$ cat src/inc/brake_stop_pkg.sv
// constants shared by the brake and stop sequencer
// assumes a 100 MHz clock and a 32-bit AXI4-Lite register port
package brake_stop_pkg;
  // register byte offsets
  localparam logic [7:0] OFS_REGEN_SEL  = 8'h00;
  localparam logic [7:0] OFS_DUTY_LIM   = 8'h04;
  localparam logic [7:0] OFS_STOP_SEL   = 8'h08;
  localparam logic [7:0] OFS_TERM_FUNC  = 8'h0c;
  localparam logic [7:0] OFS_CONTACT    = 8'h10;
  localparam logic [7:0] OFS_LOW_SPEED  = 8'h14;
  localparam logic [7:0] OFS_STALL2     = 8'h18;
  localparam logic [7:0] OFS_EXCITE     = 8'h1c;
  localparam logic [7:0] OFS_CARRIER    = 8'h20;
  localparam logic [7:0] OFS_STATUS     = 8'h24;
  localparam logic [7:0] OFS_FAULT_CLR  = 8'h28;
  // reset values
  localparam logic [15:0] RST_STOP_SEL  = 16'h270f; // 9999
  localparam logic [15:0] RST_LOW_SPEED = 16'h000a; // 10 Hz
  localparam logic [15:0] RST_UNUSED    = 16'h270f; // 9999
  // special codes
  localparam logic [15:0] CODE_UNUSED   = 16'h270f; // 9999
  localparam logic [15:0] CODE_DECEL2   = 16'h22b8; // 8888
  localparam logic [15:0] CODE_TMAX     = 16'h0064; // 100 s
  localparam logic [15:0] CODE_SD_LO    = 16'h03e8; // 1000
  localparam logic [15:0] CODE_SD_HI    = 16'h044c; // 1100
  localparam logic [7:0]  TERM_ALARM_HI = 8'h07;    // 7
  localparam logic [7:0]  TERM_ALARM_LO = 8'h6b;    // 107
  localparam logic [15:0] MAX_LOW_SPEED = 16'h0190; // 400 Hz
  localparam logic [15:0] MAX_STALL2    = 16'h00c8; // 200 %
  localparam logic [15:0] MAX_EXCITE    = 16'h012c; // 300 %
  localparam logic [15:0] MAX_CARRIER   = 16'h0009; // code 9
  localparam logic [15:0] MAX_DUTY      = 16'h001e; // 30 %
  localparam logic [7:0]  FIXED_DUTY    = 8'h02;    // built-in 2 %
  localparam int ALARM_NUM = 85; // alarm at 85 % of limit
  localparam int ALARM_DEN = 100;
  // timing
  localparam int CLK_HZ     = 100_000_000;
  localparam int SEC_CYCLES = CLK_HZ * 1; // one second in cycles
  // sequencer states
  typedef enum logic [2:0] {
    ST_IDLE  = 3'b000,
    ST_RUN   = 3'b001,
    ST_DECEL = 3'b010,
    ST_DELAY = 3'b011,
    ST_COAST = 3'b100
  } seq_state_t;
endpackage

$ cat src/rtl/brake_stop_sequencer.sv
// brake duty supervision, stop sequencing and contact-stop setup
// assumes synchronous inputs, one clock, AXI4-Lite master outside
//
// The implementer's own choices: the register addresses and the AXI4-Lite slave port.
`timescale 1ns/1ps
// How it works
// - converter ready while running: coast, then speed-search restart
// - indicator and alarm at 85 % of limit
// - overvoltage fault at 100 % of limit
// - no indicator while select equals 0
// - alarm alone never stops output
// - alarm pin routed by code 7 or 107
// - output stop input shuts output off alongside enable input
// - 0..100 s: direction starts, timed shutoff
// - 1000..1100: start plus direction, setting-1000 s
// - 9999 or 8888: decelerate on start drop
// - motor active drops with output shutoff
// - special stops override stop selection timing
// - timed modes follow frequency command meanwhile
// - restart from coast at starting frequency
// - contact select 0 normal, 1 contact, reset 0
// - contact frequency from low-speed preset, 10 Hz
// - second stall level, 9999 uses normal level
// - excitation multiplier, 9999 means no compensation
// - contact carrier code, 9999 uses normal selection
// - select 0 applies built-in fixed duty
// - enable input low shuts drive output off
module brake_stop_sequencer
  import brake_stop_pkg::*;
#(
  parameter int SEC_CYC  = SEC_CYCLES,
  parameter int DUTY_CYC = 1000
) (
  input  wire logic        clk,
  input  wire logic        rst,
  input  wire logic [7:0]  s_axi_awaddr,
  input  wire logic        s_axi_awvalid,
  output logic             s_axi_awready,
  input  wire logic [31:0] s_axi_wdata,
  input  wire logic [3:0]  s_axi_wstrb,
  input  wire logic        s_axi_wvalid,
  output logic             s_axi_wready,
  output logic [1:0]       s_axi_bresp,
  output logic             s_axi_bvalid,
  input  wire logic        s_axi_bready,
  input  wire logic [7:0]  s_axi_araddr,
  input  wire logic        s_axi_arvalid,
  output logic             s_axi_arready,
  output logic [31:0]      s_axi_rdata,
  output logic [1:0]       s_axi_rresp,
  output logic             s_axi_rvalid,
  input  wire logic        s_axi_rready,
  input  wire logic        forward_start_input,
  input  wire logic        reverse_start_input,
  input  wire logic        output_enable_input,
  input  wire logic        output_stop_input,
  input  wire logic        converter_ready,
  input  wire logic        special_stop,
  input  wire logic        motor_stopped,
  input  wire logic        brake_on,
  input  wire logic        decelerating,
  input  wire logic [15:0] freq_command,
  input  wire logic [15:0] stall_prevention_level,
  input  wire logic [15:0] carrier_frequency_selection,
  output logic             drive_on,
  output logic             decel_cmd,
  output logic             dir_reverse,
  output logic             motor_active,
  output logic             speed_search,
  output logic             start_from_min,
  output logic             regen_duty_alarm,
  output logic             regen_duty_indicator,
  output logic             alarm_terminal,
  output logic             regen_overvoltage_fault_accel,
  output logic             regen_overvoltage_fault_decel,
  output logic [15:0]      freq_out,
  output logic [15:0]      stall_level_out,
  output logic [15:0]      excitation_out,
  output logic             excitation_comp,
  output logic [15:0]      carrier_out
);

  // configuration registers
  logic [1:0]  regen_function_select_reg;
  logic [15:0] special_regen_duty_limit_reg;
  logic [15:0] stop_selection_reg;
  logic [7:0]  output_terminal_function_reg;
  logic        stop_on_contact_select_reg;
  logic [15:0] low_speed_preset_reg;
  logic [15:0] second_stall_level_reg;
  logic [15:0] contact_excitation_multiplier_reg;
  logic [15:0] contact_carrier_setting_reg;

  // bus handshake state
  logic       wr_go_reg;
  logic       rd_go_reg;
  logic [7:0] rd_addr_reg;

  // write address decode and value range checks
  wire        wr_take  = s_axi_awvalid & s_axi_wvalid & ~wr_go_reg & ~s_axi_bvalid;
  wire        wr_full  = s_axi_wstrb == 4'hf;
  wire [15:0] wv       = s_axi_wdata[15:0];
  wire        in_range = (wv <= MAX_DUTY);
  wire        sel_ok   = (wv[15:2] == 14'h0) & (wv[1:0] != 2'b11);
  wire        stop_ok  = (wv <= CODE_TMAX) | (wv == CODE_UNUSED) | (wv == CODE_DECEL2)
                       | (wv >= CODE_SD_LO & wv <= CODE_SD_HI);
  wire        we       = wr_go_reg & wr_full;
  wire [7:0]  wa       = s_axi_awaddr;
  wire        wa_known = (wa <= OFS_FAULT_CLR) & (wa[1:0] == 2'b00) & (wa != OFS_STATUS);
  wire        fault_clear = we & (wa == OFS_FAULT_CLR) & s_axi_wdata[0];

  // software writes; out-of-range values leave the old setting, except terminal function and contact keep their low bits
  always_ff @(posedge clk or posedge rst) begin
    if (rst) begin
      regen_function_select_reg         <= 2'h0;
      special_regen_duty_limit_reg      <= 16'h0;
      stop_selection_reg                <= RST_STOP_SEL;
      output_terminal_function_reg      <= 8'h0;
      stop_on_contact_select_reg        <= 1'b0;
      low_speed_preset_reg              <= RST_LOW_SPEED;
      second_stall_level_reg            <= RST_UNUSED;
      contact_excitation_multiplier_reg <= RST_UNUSED;
      contact_carrier_setting_reg       <= RST_UNUSED;
    end else if (we) begin
      case (wa)
        OFS_REGEN_SEL: if (sel_ok) regen_function_select_reg <= wv[1:0];
        OFS_DUTY_LIM:  if (in_range) special_regen_duty_limit_reg <= wv;
        OFS_STOP_SEL:  if (stop_ok) stop_selection_reg <= wv;
        OFS_TERM_FUNC: output_terminal_function_reg <= s_axi_wdata[7:0];
        OFS_CONTACT:   stop_on_contact_select_reg <= s_axi_wdata[0];
        OFS_LOW_SPEED: if (wv <= MAX_LOW_SPEED) low_speed_preset_reg <= wv;
        OFS_STALL2:    if (wv <= MAX_STALL2 | wv == CODE_UNUSED) second_stall_level_reg <= wv;
        OFS_EXCITE:    if (wv <= MAX_EXCITE | wv == CODE_UNUSED) contact_excitation_multiplier_reg <= wv;
        OFS_CARRIER:   if (wv <= MAX_CARRIER | wv == CODE_UNUSED) contact_carrier_setting_reg <= wv;
        default: ;
      endcase
    end
  end

  // write channel: take address and data together, answer next cycle
  always_ff @(posedge clk or posedge rst) begin
    if (rst) begin
      wr_go_reg    <= 1'b0;
      s_axi_bvalid <= 1'b0;
      s_axi_bresp  <= 2'b00;
    end else begin
      wr_go_reg <= wr_take;
      if (wr_go_reg) begin
        s_axi_bvalid <= 1'b1;
        s_axi_bresp  <= wa_known ? 2'b00 : 2'b10;
      end else if (s_axi_bready) begin
        s_axi_bvalid <= 1'b0;
      end
    end
  end

  // ready pulses are the registered take
  always_comb begin
    s_axi_awready = wr_go_reg;
    s_axi_wready  = wr_go_reg;
  end

  // sequencer and duty state
  seq_state_t  state_reg, state_next;
  logic [31:0] cyc_reg;
  logic [15:0] sec_reg;
  logic [31:0] acc_reg;
  logic        search_pend_reg;

  // status word
  wire [31:0] status_word = {acc_reg[15:0], 7'h0, search_pend_reg, state_reg,
                             regen_overvoltage_fault_decel, regen_overvoltage_fault_accel,
                             regen_duty_alarm, motor_active, drive_on};

  // read data selection
  logic [31:0] rd_mux;
  always_comb begin
    case (rd_addr_reg)
      OFS_REGEN_SEL: rd_mux = {30'h0, regen_function_select_reg};
      OFS_DUTY_LIM:  rd_mux = {16'h0, special_regen_duty_limit_reg};
      OFS_STOP_SEL:  rd_mux = {16'h0, stop_selection_reg};
      OFS_TERM_FUNC: rd_mux = {24'h0, output_terminal_function_reg};
      OFS_CONTACT:   rd_mux = {31'h0, stop_on_contact_select_reg};
      OFS_LOW_SPEED: rd_mux = {16'h0, low_speed_preset_reg};
      OFS_STALL2:    rd_mux = {16'h0, second_stall_level_reg};
      OFS_EXCITE:    rd_mux = {16'h0, contact_excitation_multiplier_reg};
      OFS_CARRIER:   rd_mux = {16'h0, contact_carrier_setting_reg};
      OFS_STATUS:    rd_mux = status_word;
      default:       rd_mux = 32'h0;
    endcase
  end
  wire rd_known = (rd_addr_reg <= OFS_STATUS) & (rd_addr_reg[1:0] == 2'b00);

  // read channel: take address, data one cycle later
  always_ff @(posedge clk or posedge rst) begin
    if (rst) begin
      rd_go_reg     <= 1'b0;
      rd_addr_reg   <= 8'h0;
      s_axi_rvalid  <= 1'b0;
      s_axi_rdata   <= 32'h0;
      s_axi_rresp   <= 2'b00;
    end else begin
      rd_go_reg <= s_axi_arvalid & ~rd_go_reg & ~s_axi_rvalid;
      if (s_axi_arvalid & ~rd_go_reg & ~s_axi_rvalid) rd_addr_reg <= s_axi_araddr;
      if (rd_go_reg) begin
        s_axi_rvalid <= 1'b1;
        s_axi_rdata  <= rd_mux;
        s_axi_rresp  <= rd_known ? 2'b00 : 2'b10;
      end else if (s_axi_rready) begin
        s_axi_rvalid <= 1'b0;
      end
    end
  end
  always_comb s_axi_arready = rd_go_reg;

  // start decoding by stop selection
  wire [15:0] ss       = stop_selection_reg;
  wire        sd_mode  = (ss >= CODE_SD_LO) & (ss <= CODE_SD_HI);
  wire        dir_mode = (ss <= CODE_TMAX) | (ss == CODE_UNUSED);
  wire        timed    = ((ss <= CODE_TMAX) | sd_mode) & ~special_stop;
  wire [15:0] delay_s  = sd_mode ? ss - CODE_SD_LO : ss;
  wire        start    = dir_mode ? (forward_start_input ^ reverse_start_input)
                                  : forward_start_input;
  wire        want_rev = dir_mode ? reverse_start_input : reverse_start_input;
  wire        enabled  = output_enable_input & ~output_stop_input;
  wire        tripped  = regen_overvoltage_fault_accel | regen_overvoltage_fault_decel;
  wire        kill     = ~enabled | tripped | converter_ready;
  wire        sec_tick = (cyc_reg == 32'(SEC_CYC - 1));
  wire        delay_up = (sec_reg >= delay_s);

  // next-state logic of the stop sequence
  always_comb begin
    state_next = state_reg;
    case (state_reg)
      ST_IDLE:  if (start & ~kill) state_next = ST_RUN;
      ST_RUN: begin
        if (kill) state_next = ST_COAST;
        else if (~start) state_next = timed ? ST_DELAY : ST_DECEL;
      end
      ST_DECEL: begin
        if (kill) state_next = ST_COAST;
        else if (start) state_next = ST_RUN;
        else if (motor_stopped) state_next = ST_IDLE;
      end
      ST_DELAY: begin
        if (kill | delay_up) state_next = ST_COAST;
        else if (start) state_next = ST_RUN;
      end
      ST_COAST: begin
        if (~kill & (start | search_pend_reg)) state_next = ST_RUN;
        else if (motor_stopped & ~search_pend_reg) state_next = ST_IDLE;
      end
      default: state_next = ST_IDLE;
    endcase
  end

  // state register and shutoff delay timer
  always_ff @(posedge clk or posedge rst) begin
    if (rst) begin
      state_reg <= ST_IDLE;
      cyc_reg   <= 32'h0;
      sec_reg   <= 16'h0;
    end else begin
      state_reg <= state_next;
      if (state_reg != ST_DELAY) begin
        cyc_reg <= 32'h0;
        sec_reg <= 16'h0;
      end else if (sec_tick) begin
        cyc_reg <= 32'h0;
        sec_reg <= sec_reg + 16'h1;
      end else begin
        cyc_reg <= cyc_reg + 32'h1;
      end
    end
  end

  // drive control outputs follow the next state
  wire run_next = (state_next == ST_RUN) | (state_next == ST_DECEL) | (state_next == ST_DELAY);
  always_ff @(posedge clk or posedge rst) begin
    if (rst) begin
      drive_on        <= 1'b0;
      motor_active    <= 1'b0;
      decel_cmd       <= 1'b0;
      dir_reverse     <= 1'b0;
      speed_search    <= 1'b0;
      start_from_min  <= 1'b0;
      search_pend_reg <= 1'b0;
    end else begin
      drive_on     <= run_next;
      motor_active <= run_next;
      decel_cmd    <= state_next == ST_DECEL;
      if (state_next == ST_RUN & state_reg != ST_RUN) dir_reverse <= want_rev;
      // converter ready during running arms a speed search
      if (state_reg == ST_RUN & converter_ready & enabled & ~tripped) search_pend_reg <= 1'b1;
      else if (state_next == ST_RUN | ~enabled | tripped) search_pend_reg <= 1'b0;
      speed_search   <= state_reg == ST_COAST & state_next == ST_RUN & search_pend_reg;
      start_from_min <= state_reg == ST_COAST & state_next == ST_RUN & ~search_pend_reg;
    end
  end

  // duty limit in accumulator units
  wire [7:0]  duty_pct = (regen_function_select_reg == 2'h0) ? FIXED_DUTY
                       : special_regen_duty_limit_reg[7:0];
  wire [31:0] limit    = 32'(duty_pct) * 32'(DUTY_CYC);
  wire        hit_full = (limit != 32'h0) & (acc_reg >= limit);
  wire        hit_warn = (limit != 32'h0) &
                         (acc_reg * 32'(ALARM_DEN) >= limit * 32'(ALARM_NUM));

  // brake duty accumulator: rises while braking, decays otherwise
  always_ff @(posedge clk or posedge rst) begin
    if (rst) begin
      acc_reg <= 32'h0;
    end else if (brake_on) begin
      if (~hit_full) acc_reg <= acc_reg + 32'h1;
    end else if (acc_reg != 32'h0) begin
      acc_reg <= acc_reg - 32'h1;
    end
  end

  // alarm, indicator, terminal and latched faults
  always_ff @(posedge clk or posedge rst) begin
    if (rst) begin
      regen_duty_alarm              <= 1'b0;
      regen_duty_indicator          <= 1'b0;
      alarm_terminal                <= 1'b0;
      regen_overvoltage_fault_accel <= 1'b0;
      regen_overvoltage_fault_decel <= 1'b0;
    end else begin
      regen_duty_alarm     <= hit_warn;
      regen_duty_indicator <= hit_warn & (regen_function_select_reg != 2'h0);
      case (output_terminal_function_reg)
        TERM_ALARM_HI: alarm_terminal <= hit_warn;
        TERM_ALARM_LO: alarm_terminal <= ~hit_warn;
        default:       alarm_terminal <= 1'b0;
      endcase
      // a new trip in the clear cycle wins
      if (hit_full & ~decelerating) regen_overvoltage_fault_accel <= 1'b1;
      else if (fault_clear) regen_overvoltage_fault_accel <= 1'b0;
      if (hit_full & decelerating) regen_overvoltage_fault_decel <= 1'b1;
      else if (fault_clear) regen_overvoltage_fault_decel <= 1'b0;
    end
  end

  // stop-on-contact setting selection
  wire soc = stop_on_contact_select_reg;
  always_ff @(posedge clk or posedge rst) begin
    if (rst) begin
      freq_out        <= 16'h0;
      stall_level_out <= 16'h0;
      excitation_out  <= 16'h0;
      excitation_comp <= 1'b0;
      carrier_out     <= 16'h0;
    end else begin
      freq_out <= soc ? low_speed_preset_reg : freq_command;
      stall_level_out <= (soc & second_stall_level_reg != CODE_UNUSED)
                         ? second_stall_level_reg : stall_prevention_level;
      excitation_comp <= soc & contact_excitation_multiplier_reg != CODE_UNUSED;
      excitation_out  <= contact_excitation_multiplier_reg;
      carrier_out <= (soc & contact_carrier_setting_reg != CODE_UNUSED)
                     ? contact_carrier_setting_reg : carrier_frequency_selection;
    end
  end

  // checks
  a_kill_stops_drive: assert property (@(posedge clk) disable iff (rst)
    ~enabled |=> ~drive_on) else $error("drive stays on without enable");
  a_active_tracks_drive: assert property (@(posedge clk) disable iff (rst)
    motor_active == drive_on) else $error("motor active differs from drive");
  a_decel_on_drop: assert property (@(posedge clk) disable iff (rst)
    state_reg == ST_RUN & ~start & ~timed & ~kill |=> decel_cmd & drive_on)
    else $error("no decel after start drop");
  a_timed_no_decel: assert property (@(posedge clk) disable iff (rst)
    state_reg == ST_RUN & ~start & timed & ~kill |=> ~decel_cmd & state_reg == ST_DELAY)
    else $error("timed stop decelerates");
  a_alarm_no_trip: assert property (@(posedge clk) disable iff (rst)
    hit_warn & ~hit_full & ~tripped |=> ~regen_overvoltage_fault_accel & ~regen_overvoltage_fault_decel)
    else $error("alarm alone tripped");
  a_fault_on_full: assert property (@(posedge clk) disable iff (rst)
    hit_full |=> tripped) else $error("no fault at full duty");
  a_indicator_hidden: assert property (@(posedge clk) disable iff (rst)
    regen_function_select_reg == 2'h0 |=> ~regen_duty_indicator) else $error("indicator shown at select 0");
  a_terminal_polarity: assert property (@(posedge clk) disable iff (rst)
    output_terminal_function_reg == TERM_ALARM_LO & $stable(output_terminal_function_reg)
    |=> alarm_terminal == ~regen_duty_alarm) else $error("negative alarm terminal wrong");
  a_contact_freq: assert property (@(posedge clk) disable iff (rst)
    soc |=> freq_out == $past(low_speed_preset_reg))
    else $error("contact frequency not preset");
  a_coast_on_ready: assert property (@(posedge clk) disable iff (rst)
    state_reg == ST_RUN & converter_ready |=> ~drive_on & (search_pend_reg | ~$past(enabled) | $past(tripped)))
    else $error("no coast on converter ready");
  c_timed_stop: cover property (@(posedge clk) disable iff (rst)
    state_reg == ST_DELAY ##1 state_reg == ST_COAST);
  c_decel_stop: cover property (@(posedge clk) disable iff (rst)
    state_reg == ST_DECEL ##1 state_reg == ST_IDLE);
  c_speed_search: cover property (@(posedge clk) disable iff (rst) speed_search);
  c_alarm_seen: cover property (@(posedge clk) disable iff (rst) regen_duty_alarm);

endmodule // brake_stop_sequencer
$ cat config.mk
export PLATFORM = sky130hd
export DESIGN_NAME = brake_stop_sequencer
export DESIGN_NICKNAME = d
export VERILOG_FILES = /design/src/inc/brake_stop_pkg.sv /design/src/rtl/brake_stop_sequencer.sv
export SDC_FILE = /design/constraint.sdc
export NUM_CORES = 1
export LEC_CHECK = 0
export BUFFER_PORTS_ARGS = -buffer_cell sky130_fd_sc_hd__buf_4
export CELL_PAD_IN_SITES_DETAIL_PLACEMENT = 0
export CELL_PAD_IN_SITES_GLOBAL_PLACEMENT = 2
export CORE_MARGIN = 2
export CORE_UTILIZATION = 42
export CTS_CLUSTER_DIAMETER = 40
export DETAILED_ROUTE_END_ITERATION = 12
export HOLD_SLACK_MARGIN = 0.12
export PLACE_DENSITY_LB_ADDON = 0.08
export SLEW_MARGIN = 0
export SYNTH_ARGS = -nofsm -noshare
export SYNTH_HDL_FRONTEND = slang
export SYNTH_SLANG_ARGS = --single-unit
$ cat constraint.sdc
create_clock -name clk -period 32.9 [get_ports clk]
set_input_delay 9.87 -clock clk [delete_from_list [all_inputs] [get_ports clk]]
set_output_delay 9.87 -clock clk [all_outputs]
set_load 0.01 [all_outputs]
==> flow_metrics.py, run 1 <==
metrics = {
    "yosys": {
        "synth-compound-area-share_pct": 12.92,
        "synth_xor_area_share_pct": 5.322,
        "synth_top_family_by_area": "adder cells",
        "muxShareOfSynthArea_pct": 6.248,
        "synth_edf_count": 0,
        "yosys.area_share.simple_pct": 13.40,
        "postSynthCellCount": 2264,
        "avgSynthCellArea_um2": 9.792,
        "synthTopCellsByArea": "dfrtp_1 (31%), ha_1 (15%), mux2_2 (5.8%)",
        "synth_fa_ha_area_share_pct": 20.51,
        "ys_seq_area_share_pct": 35.41,
        "syn_area_mm2": 0.02217,
        "synth_area_leader_cell": "dfrtp_1",
        "synth.distinct_cells": 85,
        "ys_ff_latch": 312,
        "synth_top_area_share_pct": 31.38,
        "ys.flop_type": "dfrtp_1",
        "synthTopCellsByCount": "inv_1 (288), dfrtp_1 (278), ha_1 (264), nand2_1 (150), nor2_1 (126)",
        "async_flop_share_pct": 100.0,
        "yosysWarnings": 0,
        "yosysMostFrequentCell": "inv_1",
    },
    "layout": {
        "fin_area_mm2": 0.02654,
        "syn_to_final_growth_pct": 19.73,
        "drive_gt1_share_pct": 20.66,
        "layout.cells.non_filler": 3229,
        "nets": 2931,
        "final_core_util_pct": 50.71,
        "fillers": 4899,
        "diodes": 0,
    },
    "route": {
        "post_drt_via_cell_ratio": 5.361,
        "drt_iter0_drc": 992,
        "wl_per_cell_um": 19.83,
        "detail-route-antenna-nets": 0,
        "vias": 17310,
        "drc": 0,
        "dr.pass1.iters": 6,
        "drt-total-wl_mm": 64.03,
    },
    "power_and_ir_drop": {
        "cellInternalPower_w": 0.001437,
        "ir_worst_vdd_mv": 0.05541,
        "pwr-share-clk_pct": 23.5,
        "sequentialPowerShare_pct": 18.3,
        "switchingPower_w": 0.001133,
        "netSwitchingFraction_pct": 44.09,
        "p_comb_share_pct": 58.3,
        "power_density_mw_per_mm2": 96.81,
        "p_leak_nw": 12.91,
    },
    "clocking": {
        "clk_latency_ns": 0.63,
        "clock-sinks": 312,
        "clock-root-buffer": "clkbuf_16",
        "hold_buffers": 0,
        "cts_made_buffers": 59,
        "cts_setup_buffers": 0,
        "cts_tree": "yes",
        "htreeDepth": 2,
        "clk_pin_slew_ns": 0.06,
        "ctsResizeCount": 0,
        "ctsLongestPathBuffers": 3,
    },
    "global_route": {
        "grt_pass1_wl_mm": 100.5,
        "overflow": 0,
        "grt_pass1_vias": 17750,
        "grt_max_degree": 153,
        "antenna_found_initial": 1,
        "grt_use_total_pct": 23.75,
    },
    "timing": {
        "tns_ns": 0,
        "fin_skew_ns": 0.04531,
        "slew_headroom_pct": 4.490,
        "tightest_slew_ns": 1.422,
        "rsz0062_at_grt": "false",
        "min_period_ns": 13.14,
        "slew_viol_final": 0,
        "max_freq_mhz": 76.09,
        "setup_violations": 0,
        "finalCritPeriodShare_pct": 39.95,
        "hold_viol": 0,
    },
    "die": {
        "die_h_um": 233.8,
        "rows": 84,
        "core_mm2": 0.05234,
        "dieArea_mm2": 0.05464,
        "io_pins": 233,
        "start_util_pct": 42.36,
        "die_w_um": 233.8,
    },
    "worst_setup_path": {
        "critPathRequiredTime_ns": 33.37,
        "start_kind": "input port",
        "criticalPathCategory": "input port to register",
        "path_cells": "buf_4 -> inv_1 -> buf_4 -> ha_1 -> o21ai_0 -> nor3_1 -> a2111o_1 -> nand3_1 -> o311ai_1 -> a311oi_1 -> o311ai_1 -> a21oi_1 -> xnor2_1 -> mux2_4",
        "rrSetupSlack_ns": 21.78,
        "cp_max_fo": 34,
        "slowest_delay_ns": 0.62,
        "cp_slowest_cell": "o311ai_1",
        "crit_path_end_kind": "register",
        "crit_arrival_ns": 13.62,
    },
    "hold_path": {
        "min_path_type": "register to register",
    },
    "placement": {
        "io_buffers": 214,
        "place_hpwl_mm": 49.07,
        "gp_congestion": 0.8666,
        "placed_cell_area_mm2": 0.02452,
        "placed_cells": 3117,
    },
    "flow_run": {
        "max-cap-violations": 0,
    },
    "run_status": {
        "status": "completed",
    },
}
==> area by class of cell <==
type / instances / area [µm²] / share of cell area (%)
multi-input cells: 1601 / 13010 / 48.99
flip-flops and latches: 312 / 7850 / 29.57
repair buffers: 227 / 1717 / 6.467
clock buffers: 78 / 1658 / 6.246
inverters: 289 / 1092 / 4.115
well taps: 688 / 860.8 / 3.243
clock inverters: 34 / 361.6 / 1.362
==> metal layers <==
metal	GRT usage [%]	wire length [µm]	vias up
met2	41.35	32160	340
li1	-	-	8362
met1	30.23	27590	8527
met4	6.665	1397	2
met3	4.183	2864	81
met5	0	13	-
==> cells by family (layout without fill, tap and decap cells) <==
logic type | Yosys count | after routing
and+or+nand+nor | 585 | 585
xor gates and xnor gates | 133 | 133
muxes | 122 | 122
other | 1 | 2
adders and majority gates | 327 | 327
DFF | 312 | 312
buffers and inverters | 352 | 628
AOI/OAI and AO/OA | 432 | 432
==> power groups by stage <==
stage	logic [W]	registers, W	clock network [W]
after floorplan	0.00116	0.000450	0
final	0.00150	0.000469	0.000603
after global routing	0.00173	0.000476	0.000637
after CTS	0.00152	0.000472	0.000617
after detailed placement	0.00150	0.000477	0
after global placement	0.00149	0.000477	0
==> path summary, 6_finish.rpt <==
check | end | cells after the start | start
worst min register to register | excitation_out[4] | 0 | contact_excitation_multiplier_reg[4]
min in group asynchronous | cyc_reg[3] | 2 | rst
worst max register to register | alarm_terminal | 41 | regen_function_select_reg[0]
worst min-delay path | excitation_out[4] | 0 | contact_excitation_multiplier_reg[4]
max in group asynchronous | acc_reg[4] | 4 | rst
worst max-delay path | acc_reg[28] | 14 | brake_on
==> critical path, delay by kind of cell <==
family                   cells  cell delay (ns)
AND/OR/NAND/NOR              2             0.56
adder cells (fa/ha/maj)      1             0.31
XOR/XNOR                     1             0.14
multiplexers                 1             0.26
AO/OA/AOI/OAI                6             1.88
buffers and inverters        3             0.58
==> per-stage QoR <==
stage / total power (W) / worst slack [ns] / hold slack, ns
floorplan: 0.001608 / 14.46 / 0.3777
global placement: 0.001963 / 19.20 / 0.4108
detailed placement: 0.001979 / 19.21 / 0.4052
CTS: 0.002604 / 19.82 / 0.4252
global route: 0.002848 / 19.50 / 0.4322
finish: 0.002570 / 19.76 / 0.4234
==> cell usage in the layout, fill, tap and decap left out, types with 7 or more instances in the layout <==
master,netlist,final
a31oi_1,16,16
clkinv_2,0,9
dfstp_2,34,34
nand4_1,29,29
and2_1,22,22
o21ai_1,18,18
buf_4,4,226
nor2_1,126,126
nand3_1,53,53
o21ai_0,100,100
inv_1,288,287
a22oi_1,17,17
nand2b_1,25,25
o22ai_1,12,12
clkbuf_1,52,8
fa_1,61,61
mux2_2,115,115
or2_2,7,7
xnor2_1,57,57
ha_1,264,264
a211oi_1,12,12
nor4_1,15,14
o21a_1,14,14
clkbuf_8,0,11
nor3_1,39,35
a21o_1,45,45
xor2_1,74,74
dfrtp_1,278,278
nor4b_1,8,8
nor2b_1,38,38
nand2_1,150,150
a21oi_1,97,97
o21bai_1,10,10
clkbuf_16,0,59
and3_1,21,21
clkinvlp_4,0,9
o211ai_1,13,13
a222oi_1,21,21
or3_1,14,14
or4b_2,7,7
No activity file was read; power rests on OpenSTA's default activity.
==> run 2, diff against run 1 <==
Settings changed: CORE_UTILIZATION 42 to 39.
Clock period 32.9 ns to 12.2 ns, I/O delays scaled along.
==> run 2 against run 1 <==
  * Global-route usage decreased by 1.4 points
  * Setup slack got worse by 18 ns
  * Clock skew increased by 0.027 ns
  * Die area increased by 7.6%
==> flow_metrics.py, run 2 (synthesis gave the netlist of run 1 again) <==
metrics = {
    "clocking": {
        "cts_setup_buffers": 0,
        "clk_latency_ns": 0.65,
        "clock-sinks": 312,
        "ctsResizeCount": 0,
        "cts_made_buffers": 59,
        "clock-root-buffer": "clkbuf_16",
        "hold_buffers": 0,
        "ctsLongestPathBuffers": 3,
        "cts_tree": "yes",
        "clk_pin_slew_ns": 0.06,
        "htreeDepth": 2,
    },
    "flow_run": {
        "max-cap-violations": 0,
    },
    "global_route": {
        "grt_use_total_pct": 22.31,
        "grt_pass1_wl_mm": 103.0,
        "overflow": 0,
        "antenna_found_initial": 3,
        "grt_pass1_vias": 18210,
        "grt_max_degree": 70,
    },
    "placement": {
        "placed_cell_area_mm2": 0.02466,
        "place_hpwl_mm": 50.28,
        "io_buffers": 214,
        "placed_cells": 3193,
        "gp_congestion": 0.8226,
    },
    "timing": {
        "tns_ns": 0,
        "slew_headroom_pct": 18.57,
        "min_period_ns": 10.80,
        "slew_viol_final": 0,
        "hold_viol": 0,
        "tightest_slew_ns": 1.215,
        "rsz0062_at_grt": "false",
        "setup_violations": 0,
        "fin_skew_ns": 0.07208,
        "finalCritPeriodShare_pct": 88.51,
        "max_freq_mhz": 92.61,
    },
    "die": {
        "io_pins": 233,
        "start_util_pct": 39.39,
        "rows": 87,
        "dieArea_mm2": 0.05877,
        "die_h_um": 242.4,
        "die_w_um": 242.4,
        "core_mm2": 0.05628,
    },
    "worst_setup_path": {
        "slowest_delay_ns": 0.57,
        "crit_arrival_ns": 11.34,
        "start_kind": "register",
        "r2r_end": "alarm_terminal",
        "r2r_start": "regen_function_select_reg[0]",
        "cp_max_fo": 10,
        "criticalPathCategory": "register to register",
        "rr_worst_depth": 42,
        "critPathRequiredTime_ns": 12.75,
        "rrSetupSlack_ns": 1.40,
        "crit_path_end_kind": "register",
        "cp_slowest_cell": "xor2_1",
    },
    "power_and_ir_drop": {
        "p_leak_nw": 12.97,
        "power_w": 0.007006,
        "ir_worst_vdd_mv": 0.1793,
        "power_density_mw_per_mm2": 262.5,
    },
    "route": {
        "drt_iter0_drc": 991,
        "drt-total-wl_mm": 65.10,
        "dr.pass1.iters": 8,
        "post_drt_via_cell_ratio": 5.231,
        "vias": 17290,
        "detail-route-antenna-nets": 0,
        "wl_per_cell_um": 19.70,
        "drc": 0,
    },
    "hold_path": {
        "min_path_type": "register to register",
        "min_to": "excitation_out[10]",
        "worstHoldStart": "contact_excitation_multiplier_reg[10]",
        "hold_path_depth": 0,
    },
    "layout": {
        "drive_gt1_share_pct": 21.15,
        "nets": 2939,
        "final_common_cell": "inv_1",
        "layout.cells.non_filler": 3305,
        "fillers": 5373,
        "syn_to_final_growth_pct": 20.39,
        "layout_common_cells": "inv_1 (287), dfrtp_1 (278), ha_1 (264)",
        "fin_area_mm2": 0.02669,
    },
    "run_status": {
        "status": "completed",
    },
}
[run 2: cell count changes in the layout (fill, tap and decap cells not counted), sizes merged]
cell / previous run / this run
diode: 0 / 1
clkinvlp: 9 / 5
bufinv: 3 / 4
clkinv: 16 / 25
buf: 227 / 235
clkbuf: 78 / 64
inv: 295 / 302
[run 2: per-layer routing]
| layer | vias up | global-route usage, % | wire length [µm] |
|---|---|---|---|
| met5 | - | 0 | 26 |
| li1 | 8377 | - | - |
| met3 | 102 | 4.520 | 3254 |
| met1 | 8472 | 27.90 | 28330 |
| met2 | 333 | 38.69 | 31730 |
| met4 | 4 | 6.736 | 1754 |
[run 2: final cells by class]
class                      count  area [µm²]  share of cell area [%]
sequential                   312        7850                   29.41
tap                          756       945.9                   3.544
inverter                     289        1089                   4.078
antenna                        1       2.502                0.009376
multi-input combinational   1601       13010                   48.74
clock buffer                  64        1525                   5.714
timing repair buffer         235        1764                   6.610
clock inverter                47       504.2                   1.889
[run 2: critical path, delay by kind of cell (launching register included)]
family	cells	cell delay, ns
and+or+nand+nor	10	2.08
xor gates and xnor gates	2	0.71
DFF	1	0.42
muxes	1	0.12
AOI/OAI and AO/OA	14	2.33
buffers and inverters	4	0.63
adders and majority gates	11	4.38
[run 2: where the power goes]
group	internal [W]	switching [W]
Sequential	0.00111	0.000153
Clock	0.00101	0.000636
Combinational	0.00175	0.00234
Total	0.00388	0.00313
[run 2: how the worst max path moves through the flow]
| stage | start | end | slack [ns] | depth (start not counted) |
|---|---|---|---|---|
| final | regen_function_select_reg[0] | alarm_terminal | 1.40 | 42 |
| after global routing | regen_function_select_reg[0] | alarm_terminal | 0.48 | 42 |
| after CTS | regen_function_select_reg[0] | alarm_terminal | 1.29 | 42 |
| after detailed placement | regen_function_select_reg[0] | alarm_terminal | 1.34 | 42 |
| after global placement | regen_function_select_reg[0] | alarm_terminal | 1.47 | 42 |
| after floorplan | regen_function_select_reg[0] | alarm_terminal | 2.92 | 40 |
[run 2: through the flow]
stage | hold slack, ns | setup WS (ns) | utilization, %
finish | 0.4273 | 1.402 | 47.43
global route | 0.4353 | 0.4801 | 47.42
CTS | 0.4267 | 1.288 | 47.42
detailed placement | 0.4151 | 1.338 | 43.82
global placement | 0.4146 | 1.467 | 43.82
floorplan | 0.3777 | 2.919 | -
==> run 3, diff against run 2 <==
Settings changed: PLACE_DENSITY from default to 0.89, PLACE_DENSITY_LB_ADDON 0.08 to default.
Clock period 12.2 ns to 11.44 ns, I/O delays scaled along.
==> run 3 against run 2 <==
  * Sequential power grew 6%
  * Total power grew 2.8%
  * Setup slack got worse by 0.34 ns
  * Largest power group unchanged
==> flow_metrics.py, run 3 (synthesis gave the netlist of run 1 again) <==
metrics = {
    "global_route": {
        "grt_use_total_pct": 21.10,
        "grt_pass1_wl_mm": 99.12,
        "overflow": 0,
        "grt_max_degree": 165,
        "grt_pass1_vias": 17880,
        "antenna_found_initial": 1,
    },
    "die": {
        "die_h_um": 242.4,
        "die_w_um": 242.4,
        "rows": 87,
        "dieArea_mm2": 0.05877,
        "start_util_pct": 39.39,
        "core_mm2": 0.05628,
        "io_pins": 233,
    },
    "route": {
        "vias": 17590,
        "drt-total-wl_mm": 62.18,
        "wl_per_cell_um": 18.90,
        "post_drt_via_cell_ratio": 5.347,
        "drt_iter0_drc": 1343,
        "detail-route-antenna-nets": 0,
        "dr.pass1.iters": 11,
        "drc": 0,
    },
    "layout": {
        "syn_to_final_growth_pct": 19.43,
        "layout_common_cells": "inv_1 (287), dfrtp_1 (278), ha_1 (264)",
        "fillers": 5304,
        "final_core_util_pct": 47.05,
        "nets": 2930,
        "final_common_cell": "inv_1",
        "drive_gt1_share_pct": 20.38,
    },
    "timing": {
        "finalCritPeriodShare_pct": 90.69,
        "fin_skew_ns": 0.02367,
        "max_freq_mhz": 96.39,
        "min_period_ns": 10.37,
        "hold_viol": 0,
        "slew_headroom_pct": 9.735,
        "tns_ns": 0,
        "rsz0062_at_grt": "false",
        "holdWs_ns": 0.4233,
        "setup_violations": 0,
        "tightest_slew_ns": 1.347,
        "slew_viol_final": 0,
    },
    "run_status": {
        "status": "completed",
    },
    "placement": {
        "gp_congestion": 0.8453,
        "io_buffers": 214,
        "place_hpwl_mm": 46.94,
    },
    "clocking": {
        "ctsResizeCount": 0,
        "cts_made_buffers": 51,
        "ctsLongestPathBuffers": 3,
        "clk_pin_slew_ns": 0.06,
        "clock-root-buffer": "clkbuf_16",
        "cts_setup_buffers": 0,
        "clk_latency_ns": 0.59,
        "htreeDepth": 2,
        "cts_tree": "yes",
        "hold_buffers": 0,
        "clock-sinks": 312,
    },
    "worst_setup_path": {
        "cp_max_fo": 10,
        "criticalPathCategory": "register to register",
        "path_common_cell": "ha_1",
        "slowest_delay_ns": 0.60,
        "crit_arrival_ns": 10.85,
        "cp_slowest_cell": "o31ai_1",
        "start_kind": "register",
        "crit_path_end_kind": "register",
        "rrSetupSlack_ns": 1.07,
        "critPathRequiredTime_ns": 11.92,
    },
    "power_and_ir_drop": {
        "p_leak_nw": 12.86,
        "power_w": 0.007205,
        "ir_worst_vdd_mv": 0.2322,
        "power_density_mw_per_mm2": 272.1,
    },
    "flow_run": {
        "max-cap-violations": 0,
    },
    "hold_path": {
        "min_path_type": "register to register",
    },
}
[run 3: layout make-up]
class / count / area [µm²] / area share, %
multi-input combinational: 1601 / 12980 / 49.02
sequential: 312 / 7850 / 29.65
timing repair buffer: 234 / 1769 / 6.682
clock buffer: 63 / 1393 / 5.259
inverter: 289 / 1089 / 4.111
tap: 756 / 945.9 / 3.572
clock inverter: 33 / 449.2 / 1.696
antenna: 1 / 2.502 / 0.009451
[run 3: worst max-delay path, delay by kind of cell (launching register included)]
kind,cells,cell delay (ns)
fa+ha+maj,12,4.49
compound gates,11,2.29
simple gates,10,1.71
xor+xnor,3,0.67
buf+inv,5,0.52
flops,1,0.42
mux,1,0.15
[run 3: per-stage QoR]
stage / area [µm²] / instances / worst slack, ns
6_report: 26480 / 3289 / 1.065
5_1_grt: 26480 / 3289 / 0.1662
4_1_cts: 26480 / 3288 / 1.032
3_5_place_dp: 24630 / 3192 / 1.074
3_3_place_gp: 24630 / 3192 / 1.200
2_1_floorplan: 22180 / 2265 / 2.159
[run 3: where the power goes]
group          total [W]  internal, W  leakage (nW)  switching [W]
registers        0.00134      0.00119          4.00       0.000154
clock network    0.00164      0.00104         0.899       0.000598
logic            0.00423      0.00184          7.97        0.00238
[run 3: worst paths after layout]
path | startpoint | to | cells after the start
min | contact_excitation_multiplier_reg[3] | excitation_out[3] | 0
max | regen_function_select_reg[0] | alarm_terminal | 42
min reg2reg | contact_excitation_multiplier_reg[3] | excitation_out[3] | 0
min in group asynchronous | rst | cyc_reg[2] | 3
max reg2reg | regen_function_select_reg[0] | alarm_terminal | 42
max in group asynchronous | rst | regen_duty_alarm | 4
[run 3: routing by layer]
metal	vias to the layer above	routed length, µm	track usage, %	part of all wire [%]
met2	460	29950	35.22	48
met4	0	1224	5.374	2.0
met5	-	0	0	0
met1	8699	27420	28.23	44
met3	89	3576	3.833	5.8
li1	8337	-	-	-
